**src/common/output_clock_regs.svh**
```systemverilog
/*
  Register offsets, field positions, reset values and tap indices for the
  output clock frequency select block.
  Assumes an 8-bit register port with 8-bit offsets.
*/
`ifndef OUTPUT_CLOCK_REGS_SVH
`define OUTPUT_CLOCK_REGS_SVH

// ==========================================================================
// Register offsets
`define OFS_LF_SOURCE       8'h35
`define OFS_DIG_STANDARD    8'h38
`define OFS_DIG_SELECT      8'h39
`define OFS_OUT_ONE_TWO     8'h60
`define OFS_OUT_THREE_FOUR  8'h61
`define OFS_OUT_FIVE_SIX    8'h62
`define OFS_OUT_SEVEN_EN    8'h63
`define OFS_AUX_MODE        8'h64
`define OFS_SYS_MODE        8'h65
`define OFS_SYNC_SHAPE      8'h7A

// ==========================================================================
// Reset values
`define RST_REG             8'h00
`define RST_FIELD3          3'h0
`define RST_FIELD4          4'h0
`define RST_BIT             1'b0

// ==========================================================================
// Field positions
`define F_LO_NIB            3:0
`define F_HI_NIB            7:4
`define F_MODE              2:0
`define F_AUX_FROM_SYS_SEL  5:4
`define B_AUX_FROM_SYS_EN   6
`define B_CC_LINE_SOURCE    4
`define B_AUX_FB_DIGITAL    6
`define B_DIG_ONE_STD       5
`define B_DIG_TWO_STD       6
`define F_DIG_ONE_SEL       5:4
`define F_DIG_TWO_SEL       7:6
`define B_CC_ENABLE         4
`define B_LINE_ENABLE       5
`define B_FS_DISABLE        6
`define B_MFS_DISABLE       7
`define B_LF_FROM_AUX       7
`define F_SHAPE_8K          3:2
`define F_SHAPE_2K          1:0
`define B_SHAPE_PULSE       0
`define B_SHAPE_INVERT      1
`define B_RESERVED_HI       2
`define F_MODE_UPPER        7:3
`define AUX_FROM_SYS_CODE   2'b10

// ==========================================================================
// Output indices and divider tap positions
`define IDX_OUT_THREE       3'd2
`define IDX_OUT_FOUR        3'd3
`define IDX_OUT_FIVE        3'd4
`define IDX_OUT_SIX         3'd5
`define IDX_OUT_SEVEN       3'd6
`define ST_DIV1             0
`define ST_DIV2             1
`define ST_DIV4             2
`define ST_DIV6             3
`define ST_DIV8             4
`define ST_DIV12            5
`define ST_DIV16            6
`define ST_DIV48            7
`define AT_DIV2             0
`define AT_DIV4             1
`define AT_DIV8             2
`define AT_DIV16            3
`define AT_DIV48            4
`define AT_DIV64            5
`define SH_SYS_8K           0
`define SH_SYS_2K           1
`define SH_LF_8K            2
`define SH_LF_2K            3

`endif

```
**src/common/output_clock_pkg.sv**
```systemverilog
/*
  Types for the output clock frequency select block.
  Assumes output_clock_regs.svh supplies the numeric constants.
*/
package output_clock_pkg;

  // ========================================================================
  // Output select codes
  typedef enum logic [3:0] {
    SEL_OFF = 4'h0, SEL_2K = 4'h1, SEL_8K = 4'h2, SEL_DIG_TWO = 4'h3,
    SEL_DIG_ONE = 4'h4, SEL_SYS_48 = 4'h5, SEL_SYS_16 = 4'h6, SEL_SYS_12 = 4'h7,
    SEL_SYS_8 = 4'h8, SEL_SYS_6 = 4'h9, SEL_SYS_4 = 4'hA, SEL_AUX_64 = 4'hB,
    SEL_AUX_48 = 4'hC, SEL_AUX_16 = 4'hD, SEL_AUX_8 = 4'hE, SEL_AUX_4 = 4'hF
  } out_sel_t;

  // ========================================================================
  // System path modes
  typedef enum logic [2:0] {
    SYS_NORMAL_DIGITAL = 3'h0, SYS_NORMAL_ANALOG = 3'h1,
    SYS_TWELVE_E1 = 3'h2, SYS_SIXTEEN_E1 = 3'h3,
    SYS_TWENTYFOUR_DS1 = 3'h4, SYS_SIXTEEN_DS1 = 3'h5
  } sys_mode_t;

  // ========================================================================
  // Effective aux APLL modes: own modes, then modes fed from system path
  typedef enum logic [3:0] {
    AUX_SQUELCHED = 4'h0, AUX_NORMAL = 4'h1, AUX_TWELVE_E1 = 4'h2,
    AUX_SIXTEEN_E1 = 4'h3, AUX_TWENTYFOUR_DS1 = 4'h4, AUX_SIXTEEN_DS1 = 4'h5,
    AUX_E3 = 4'h6, AUX_DS3 = 4'h7, AUX_SYS_TWELVE_E1 = 4'h8,
    AUX_SYS_SIXTEEN_E1 = 4'h9, AUX_SYS_TWENTYFOUR_DS1 = 4'hA,
    AUX_SYS_SIXTEEN_DS1 = 4'hB
  } aux_mode_t;

  // ========================================================================
  // Sync shaping codes: bit 0 pulse, bit 1 invert
  typedef enum logic [1:0] {
    SHAPE_CLOCK = 2'b00, SHAPE_PULSE = 2'b01,
    SHAPE_CLOCK_INV = 2'b10, SHAPE_PULSE_INV = 2'b11
  } shape_t;

endpackage

```
**src/hdl/output_clock_select.sv**
```systemverilog
/*
  Output clock frequency select: register file, per-output clock routing,
  composite and line-rate gating, sync output shaping.
  Assumes all divided APLL taps, digital frequencies and low rate clocks
  arrive as levels synchronous to clk; the analog parts sit outside.
*/
`timescale 1ns/1ps
`include "output_clock_regs.svh"

module output_clock_select
  import output_clock_pkg::*;
#(
  parameter int NUM_OUTS = 7
)
(
  input wire logic clk,
  input wire logic reset,
  input wire logic [7:0] reg_addr,
  input wire logic [7:0] reg_wdata,
  input wire logic reg_wr,
  input wire logic reg_rd,
  output logic [7:0] reg_rdata_q,
  input wire logic [7:0] sys_taps,
  input wire logic [5:0] aux_taps,
  input wire logic sys_8k,
  input wire logic sys_2k,
  input wire logic aux_8k,
  input wire logic aux_2k,
  input wire logic digital_freq_one,
  input wire logic digital_freq_two,
  input wire logic sys_composite,
  input wire logic sys_line_rate,
  input wire logic aux_composite,
  input wire logic aux_line_rate,
  output logic [2:0] sys_mode_q,
  output logic [3:0] aux_mode_q,
  output logic aux_feedback_digital_q,
  output logic [2:0] digital_freq_one_code_q,
  output logic [2:0] digital_freq_two_code_q,
  output logic [NUM_OUTS-1:0] clk_out_q,
  output logic composite_clock_out_q,
  output logic line_rate_out_q,
  output logic frame_sync_out_q,
  output logic multiframe_sync_out_q
);

  // ========================================================================
  // Register file
  logic [7:0] lf_source_q;
  logic [7:0] dig_standard_q;
  logic [7:0] dig_select_q;
  logic [7:0] out_one_two_q;
  logic [7:0] out_three_four_q;
  logic [7:0] out_five_six_q;
  logic [7:0] out_seven_en_q;
  logic [7:0] aux_mode_reg_q;
  logic [7:0] sys_mode_reg_q;
  logic [7:0] sync_shape_q;
  logic sys_reserved;

  assign sys_reserved = reg_wdata[`B_RESERVED_HI] & reg_wdata[`B_RESERVED_HI-1];

  always_ff @(posedge clk)
  begin
    if (reset)
    begin
      lf_source_q <= `RST_REG;
      dig_standard_q <= `RST_REG;
      dig_select_q <= `RST_REG;
      out_one_two_q <= `RST_REG;
      out_three_four_q <= `RST_REG;
      out_five_six_q <= `RST_REG;
      out_seven_en_q <= `RST_REG;
      aux_mode_reg_q <= `RST_REG;
      sys_mode_reg_q <= `RST_REG;
      sync_shape_q <= `RST_REG;
    end
    else if (reg_wr)
    begin
      if (reg_addr == `OFS_LF_SOURCE)
        lf_source_q <= reg_wdata;
      else if (reg_addr == `OFS_DIG_STANDARD)
        dig_standard_q <= reg_wdata;
      else if (reg_addr == `OFS_DIG_SELECT)
        dig_select_q <= reg_wdata;
      else if (reg_addr == `OFS_OUT_ONE_TWO)
        out_one_two_q <= reg_wdata;
      else if (reg_addr == `OFS_OUT_THREE_FOUR)
        out_three_four_q <= reg_wdata;
      else if (reg_addr == `OFS_OUT_FIVE_SIX)
        out_five_six_q <= reg_wdata;
      else if (reg_addr == `OFS_OUT_SEVEN_EN)
        out_seven_en_q <= reg_wdata;
      else if (reg_addr == `OFS_AUX_MODE)
        aux_mode_reg_q <= reg_wdata;
      else if (reg_addr == `OFS_SYS_MODE)
      begin
        // Reserved system modes leave the mode field unchanged
        sys_mode_reg_q[`F_MODE_UPPER] <= reg_wdata[`F_MODE_UPPER];
        if (!sys_reserved)
          sys_mode_reg_q[`F_MODE] <= reg_wdata[`F_MODE];
      end
      else if (reg_addr == `OFS_SYNC_SHAPE)
        sync_shape_q <= reg_wdata;
    end
  end

  // ========================================================================
  // Register read port, unmapped offsets read zero
  always_ff @(posedge clk)
  begin
    if (reset)
      reg_rdata_q <= `RST_REG;
    else if (reg_rd)
    begin
      if (reg_addr == `OFS_LF_SOURCE)
        reg_rdata_q <= lf_source_q;
      else if (reg_addr == `OFS_DIG_STANDARD)
        reg_rdata_q <= dig_standard_q;
      else if (reg_addr == `OFS_DIG_SELECT)
        reg_rdata_q <= dig_select_q;
      else if (reg_addr == `OFS_OUT_ONE_TWO)
        reg_rdata_q <= out_one_two_q;
      else if (reg_addr == `OFS_OUT_THREE_FOUR)
        reg_rdata_q <= out_three_four_q;
      else if (reg_addr == `OFS_OUT_FIVE_SIX)
        reg_rdata_q <= out_five_six_q;
      else if (reg_addr == `OFS_OUT_SEVEN_EN)
        reg_rdata_q <= out_seven_en_q;
      else if (reg_addr == `OFS_AUX_MODE)
        reg_rdata_q <= aux_mode_reg_q;
      else if (reg_addr == `OFS_SYS_MODE)
        reg_rdata_q <= sys_mode_reg_q;
      else if (reg_addr == `OFS_SYNC_SHAPE)
        reg_rdata_q <= sync_shape_q;
      else
        reg_rdata_q <= `RST_REG;
    end
  end

  // ========================================================================
  // Path mode and digital frequency controls to the synthesis paths
  always_ff @(posedge clk)
  begin
    if (reset)
    begin
      sys_mode_q <= `RST_FIELD3;
      aux_mode_q <= `RST_FIELD4;
      aux_feedback_digital_q <= `RST_BIT;
      digital_freq_one_code_q <= `RST_FIELD3;
      digital_freq_two_code_q <= `RST_FIELD3;
    end
    else
    begin
      sys_mode_q <= sys_mode_reg_q[`F_MODE];
      if (sys_mode_reg_q[`B_AUX_FROM_SYS_EN])
        aux_mode_q <= {`AUX_FROM_SYS_CODE, sys_mode_reg_q[`F_AUX_FROM_SYS_SEL]};
      else
        aux_mode_q <= {1'b0, aux_mode_reg_q[`F_MODE]};
      aux_feedback_digital_q <= lf_source_q[`B_AUX_FB_DIGITAL];
      // Synthesizer input is the fixed 77.76 MHz clock, no APLL in the way
      digital_freq_one_code_q <= {dig_standard_q[`B_DIG_ONE_STD],
                                  dig_select_q[`F_DIG_ONE_SEL]};
      digital_freq_two_code_q <= {dig_standard_q[`B_DIG_TWO_STD],
                                  dig_select_q[`F_DIG_TWO_SEL]};
    end
  end

  // ========================================================================
  // Per-output source decode
  function automatic logic pick_source(
    input logic [3:0] code,
    input logic [2:0] idx,
    input logic [7:0] st,
    input logic [5:0] at,
    input logic lf8,
    input logic lf2,
    input logic d1,
    input logic d2
  );
    logic r;
    r = 1'b0;
    case (out_sel_t'(code))
      SEL_OFF: r = 1'b0;
      SEL_2K: r = lf2;
      SEL_8K: r = lf8;
      SEL_DIG_TWO: r = (idx == `IDX_OUT_SIX) ? st[`ST_DIV2] : d2;
      SEL_DIG_ONE: r = (idx == `IDX_OUT_SEVEN) ? st[`ST_DIV2] : d1;
      SEL_SYS_48: r = (idx == `IDX_OUT_SIX) ? st[`ST_DIV1] : st[`ST_DIV48];
      SEL_SYS_16: r = st[`ST_DIV16];
      SEL_SYS_12: r = st[`ST_DIV12];
      SEL_SYS_8: r = st[`ST_DIV8];
      SEL_SYS_6: r = st[`ST_DIV6];
      SEL_SYS_4: r = st[`ST_DIV4];
      SEL_AUX_64: r = (idx == `IDX_OUT_FOUR || idx == `IDX_OUT_FIVE) ?
                      at[`AT_DIV2] : at[`AT_DIV64];
      SEL_AUX_48: r = at[`AT_DIV48];
      SEL_AUX_16: r = at[`AT_DIV16];
      SEL_AUX_8: r = at[`AT_DIV8];
      SEL_AUX_4: r = at[`AT_DIV4];
      default: r = 1'b0;
    endcase
    return r;
  endfunction

  // ========================================================================
  // Sync shaping: 50:50 clock or pulse one output-three cycle wide
  logic [3:0] base_lvl;
  logic [3:0] base_prev_q;
  logic [3:0] armed_q;
  logic [3:0] pulse_q;
  logic [3:0] shaped;
  logic [1:0] shape_code [4];
  logic lf_8k;
  logic lf_2k;
  logic out3_prev_q;
  logic out3_rise;

  assign lf_8k = sync_shape_q[`B_LF_FROM_AUX] ? aux_8k : sys_8k;
  assign lf_2k = sync_shape_q[`B_LF_FROM_AUX] ? aux_2k : sys_2k;
  assign base_lvl = {lf_2k, lf_8k, sys_2k, sys_8k};
  assign shape_code[`SH_SYS_8K] = sync_shape_q[`F_SHAPE_8K];
  assign shape_code[`SH_SYS_2K] = sync_shape_q[`F_SHAPE_2K];
  assign shape_code[`SH_LF_8K] = sync_shape_q[`F_SHAPE_8K];
  assign shape_code[`SH_LF_2K] = sync_shape_q[`F_SHAPE_2K];
  assign out3_rise = clk_out_q[`IDX_OUT_THREE] & ~out3_prev_q;

  always_ff @(posedge clk)
  begin
    if (reset)
    begin
      // Start from present levels so leaving reset makes no false edge
      base_prev_q <= base_lvl;
      armed_q <= `RST_FIELD4;
      pulse_q <= `RST_FIELD4;
      out3_prev_q <= `RST_BIT;
    end
    else
    begin
      out3_prev_q <= clk_out_q[`IDX_OUT_THREE];
      base_prev_q <= base_lvl;
      for (int i = 0; i < 4; i++)
      begin
        if (base_lvl[i] & ~base_prev_q[i])
          armed_q[i] <= 1'b1;
        else if (armed_q[i] & out3_rise)
          armed_q[i] <= 1'b0;
        if (armed_q[i] & out3_rise)
          pulse_q[i] <= 1'b1;
        else if (pulse_q[i] & out3_rise)
          pulse_q[i] <= 1'b0;
      end
    end
  end

  always_comb
  begin
    for (int i = 0; i < 4; i++)
    begin
      case (shape_t'(shape_code[i]))
        SHAPE_CLOCK: shaped[i] = base_lvl[i];
        SHAPE_PULSE: shaped[i] = pulse_q[i];
        SHAPE_CLOCK_INV: shaped[i] = ~base_lvl[i];
        SHAPE_PULSE_INV: shaped[i] = ~pulse_q[i];
        default: shaped[i] = 1'b0;
      endcase
    end
  end

  // ========================================================================
  // Configurable outputs one to seven
  logic [3:0] out_code [NUM_OUTS];

  assign out_code[0] = out_one_two_q[`F_LO_NIB];
  assign out_code[1] = out_one_two_q[`F_HI_NIB];
  assign out_code[2] = out_three_four_q[`F_LO_NIB];
  assign out_code[3] = out_three_four_q[`F_HI_NIB];
  assign out_code[4] = out_five_six_q[`F_LO_NIB];
  assign out_code[5] = out_five_six_q[`F_HI_NIB];
  assign out_code[6] = out_seven_en_q[`F_LO_NIB];

  always_ff @(posedge clk)
  begin
    if (reset)
      clk_out_q <= '0;
    else
    begin
      for (int i = 0; i < NUM_OUTS; i++)
        clk_out_q[i] <= pick_source(out_code[i], 3'(i), sys_taps, aux_taps,
                                    shaped[`SH_LF_8K], shaped[`SH_LF_2K],
                                    digital_freq_one, digital_freq_two);
    end
  end

  // ========================================================================
  // Composite, line-rate and sync outputs
  always_ff @(posedge clk)
  begin
    if (reset)
    begin
      composite_clock_out_q <= `RST_BIT;
      line_rate_out_q <= `RST_BIT;
      frame_sync_out_q <= `RST_BIT;
      multiframe_sync_out_q <= `RST_BIT;
    end
    else
    begin
      composite_clock_out_q <= out_seven_en_q[`B_CC_ENABLE] &
        (lf_source_q[`B_CC_LINE_SOURCE] ? aux_composite : sys_composite);
      line_rate_out_q <= out_seven_en_q[`B_LINE_ENABLE] &
        (lf_source_q[`B_CC_LINE_SOURCE] ? aux_line_rate : sys_line_rate);
      frame_sync_out_q <= ~out_seven_en_q[`B_FS_DISABLE] &
        shaped[`SH_SYS_8K];
      multiframe_sync_out_q <= ~out_seven_en_q[`B_MFS_DISABLE] &
        shaped[`SH_SYS_2K];
    end
  end

endmodule // output_clock_select

```
**config.mk**
```make
export PLATFORM = sky130hd
export DESIGN_NAME = output_clock_select
export DESIGN_NICKNAME = d
export VERILOG_FILES = /design/src/common/output_clock_pkg.sv /design/src/hdl/output_clock_select.sv
export VERILOG_INCLUDE_DIRS = /design/src /design/src/common
export SDC_FILE = /design/constraint.sdc
export NUM_CORES = 1
export LEC_CHECK = 0
export ABC_CLOCK_PERIOD_IN_PS = 2900
export BUFFER_PORTS_ARGS = -buffer_cell sky130_fd_sc_hd__buf_2
export CORE_ASPECT_RATIO = 1.5
export CORE_UTILIZATION = 58
export CTS_BUF_LIST = sky130_fd_sc_hd__clkbuf_16
export DETAILED_ROUTE_END_ITERATION = 16
export PLACE_DENSITY = 0.85
export SYNTH_ARGS = -nofsm -noshare
export SYNTH_HDL_FRONTEND = slang
export SYNTH_SLANG_ARGS = --single-unit
export TNS_END_PERCENT = 50
```
**constraint.sdc**
```tcl
create_clock -name clk -period 2.9 [get_ports clk]
set_clock_uncertainty 0.05 [all_clocks]
set_input_delay 0.435 -clock clk [delete_from_list [all_inputs] [get_ports clk]]
set_output_delay 0.435 -clock clk [all_outputs]
set_load 0.05 [all_outputs]
```
==> impl_metrics.py <==
metrics = {
    "clock_tree": {
        "cts-root-buf": "clkbuf_16",
        "clk_latency_ps": 420,
        "clkTransAtPathRegs_ps": 60,
        "cts_num_sinks": 126,
        "cts_resized": 0,
        "postCtsHoldBufs": 0,
        "cts_tree": "yes",
        "clk_path_buf_depth": 2,
        "numCtsBuffers": 17,
        "cts-htree-levels": 4,
        "post-cts-setup-buffers": 0,
    },
    "critical_path": {
        "end_kind": "flop",
        "r2r_setup_slack_ps": 690,
        "crit_family": "compound AO/OA/AOI/OAI gates",
        "reg2reg_depth": 5,
        "worstPathMaxFanout": 6,
        "timing.rr.end": "clk_out_q[2]",
        "crit_type": "reg2reg",
        "crit_arrival_ps": 2430,
        "critPathMaxStageDelay_ps": 440,
        "slowest_stage": "dfxtp_1",
        "rr_startpoint": "sync_shape_q[7]",
        "startpoint_type": "flop",
        "cp_cell_sequence": "mux2_2 -> o21ai_0 -> xnor2_1 -> nand3b_1 -> a31oi_1",
        "required_ps": 3120,
        "critical_path_buf_inv_count": 0,
    },
    "detailed_routing": {
        "remaining_drc_errors": 0,
        "drt_iter0_markers": 387,
        "viasPerCell": 6.37,
        "antenna_left": 0,
        "wl_um": 18000,
        "vias": 5620,
        "wire_per_inst_um": 20.4,
        "drtPass1Iterations": 8,
    },
    "timing": {
        "fin_crit_ps": 2210,
        "min_period_over_period_pct": 76.1,
        "slew_violations": 0,
        "rsz0062_at_grt": "no",
        "maxSlewHeadroom_pct": 41.0,
        "fin_tns_setup_ps": 0,
        "worst_slew_pin_slew_ps": 878,
        "max_freq_ghz": 0.453,
        "hold_violations": 0,
        "finalSetupViolCount": 0,
    },
    "global_routing": {
        "grt_util_all_layers_pct": 32.8,
        "grt_pass1_wl_um": 27900,
        "grt-ovfl-total": 0,
        "grt_max_degree": 53,
        "grt_pass1_vias": 5432,
        "antenna_found_initial": 0,
    },
    "placement": {
        "portBuffers": 76,
        "placed_cells": 850,
        "place_hpwl_um": 12300,
        "gp_congestion": 0.922,
    },
    "synth": {
        "synth_most_common_cell": "dfxtp_1",
        "syn_area_um2": 6310,
        "seq_area_frac_synth_pct": 40.0,
        "ys_types": 58,
        "syn_area_per_cell_um2": 9.31,
        "syn_nets": 722,
        "synthDominantCellAreaShare_pct": 40.0,
        "synth_edf_count": 0,
        "netlist_top_cells_count": "dfxtp_1, nor2_1, mux2i_1",
        "synth_warnings": 0,
        "synthCells": 678,
        "synthTopCellsByArea": "dfxtp_1, mux2i_1, mux4_2",
        "ys.flop_type": "dfxtp_1",
        "ys_ff_latch": 126,
        "synth_top_cell_by_area": "dfxtp_1",
        "async_flop_share_pct": 0,
    },
    "cells_and_area": {
        "drive_gt1_share_pct": 20.5,
        "syn_to_final_growth_pct": 15.7,
        "nets": 769,
        "antenna_cells": 0,
        "fillCellCount": 848,
        "final_cells": 882,
    },
    "floorplan": {
        "die-width_um": 87.2,
        "io_pins": 77,
        "start_util_pct": 59.6,
        "core_region_area_um2": 10600,
        "rows": 46,
        "die_h_um": 130,
        "die-area_um2": 11300,
    },
    "power": {
        "leakage_nw": 2.84,
        "p_per_area_nw_per_um2": 548,
        "peakVddDrop_uv": 428,
    },
    "hold_path": {
        "holdPathEnd": "base_prev_q[1]",
        "hold_depth": 1,
        "hp-start": "sys_2k",
        "hp-class": "in2reg",
    },
    "run": {
        "cap_violations": 0,
    },
    "status": {
        "status": "completed",
    },
}
[routing by layer]
| layer | vias to the layer above | GRT usage [%] | part of all wire, % |
|---|---|---|---|
| li1 | 2566 | - | - |
| met1 | 2724 | 37.6 | 39 |
| met2 | 267 | 55.4 | 50 |
| met3 | 63 | 7.46 | 6.1 |
| met4 | 0 | 19.9 | 5.0 |
| met5 | - | 0 | 0 |
[registers in the layout (all words and copies together) (netlist names), 7 cells and up]
name and flops:
aux_mode_reg_q 8, dig_select_q 8, dig_standard_q 8, lf_source_q 8, out_five_six_q 8, out_one_two_q 8
out_seven_en_q 8, out_three_four_q 8, reg_rdata_q 8, sync_shape_q 8, sys_mode_reg_q 8, clk_out_q 7
[how the worst max path moves through the flow]
stage                    start           endpoint  cells past startpoint
6_report       sync_shape_q[7]       clk_out_q[2]                      5
5_1_grt            reg_addr[4]  out_seven_en_q[7]                      6
4_1_cts            reg_addr[4]  out_seven_en_q[7]                      6
3_5_place_dp       reg_addr[4]     reg_rdata_q[6]                      6
3_3_place_gp       reg_addr[4]     reg_rdata_q[6]                      6
2_1_floorplan      reg_addr[4]     reg_rdata_q[6]                      7
[per-stage QoR]
stage / setup WS, ps / area [µm²] / hold WS, ps / util, % / power [mW]
final: 693 / 7300 / 104 / 69.0 / 4.00
after global routing: 592 / 7300 / 98.9 / 69.0 / 4.10
after CTS: 730 / 7300 / 91.5 / 69.0 / 4.01
after detailed placement: 288 / 6740 / 399 / 63.7 / 2.02
after global placement: 365 / 6740 / 390 / 63.7 / 2.02
after floorplan: 581 / 6310 / 374 / - / 1.93
[cells by family (layout without fill, tap and decap cells)]
logic type | after synthesis | after routing | synth area share [%]
and+or+nand+nor | 247 | 247 | 20.3
AOI/OAI and AO/OA | 126 | 126 | 14.5
DFF | 126 | 126 | 40.0
xor gates and xnor gates | 4 | 4 | 0.555
muxes | 108 | 108 | 20.6
buffers and inverters | 67 | 127 | 4.14
[power by group]
part / total, mW / switching (mW) / internal (mW) / leakage [nW]
Clock: 2.01 / 0.821 / 1.19 / 0.268
Combinational: 0.244 / 0.163 / 0.0807 / 1.55
Sequential: 1.75 / 0.00649 / 1.74 / 1.02
Total: 4.00 / 0.991 / 3.01 / 2.84
[cell type report]
type | count | area (µm²) | area share, %
clock buffers | 17 | 425 | 5.82
multi-input cells | 485 | 3530 | 48.4
inverters | 5 | 18.8 | 0.257
flip-flops and latches | 126 | 2520 | 34.5
well taps | 144 | 180 | 2.47
clock inverters | 15 | 136 | 1.87
repair buffers | 90 | 488 | 6.68
[placed cells by master (no fill, tap or decap), types with 4 or more instances in the layout]
master     netlist  final
dfxtp_1        126    126
nand3b_1         7      7
nand2b_1         6      6
nor3b_1          9      9
buf_4            0     15
a211o_1          4      4
mux2i_1         88     88
a221o_1          8      8
o31ai_1          5      5
or4_1            6      6
nand3_1         23     23
a221oi_1         5      5
clkbuf_16        0     17
a31oi_1          9      9
nand2_1         42     42
buf_2            8     75
o2bb2ai_1        6      6
a21o_1          17     17
mux4_2          17     17
o21ai_0          4      4
inv_6            0      5
o211ai_1        11     11
nor2_1          96     96
a21oi_1         29     29
inv_1            5      5
nor2b_1         24     24
a22oi_1         11     11
No activity file was read; power rests on OpenSTA's default activity.
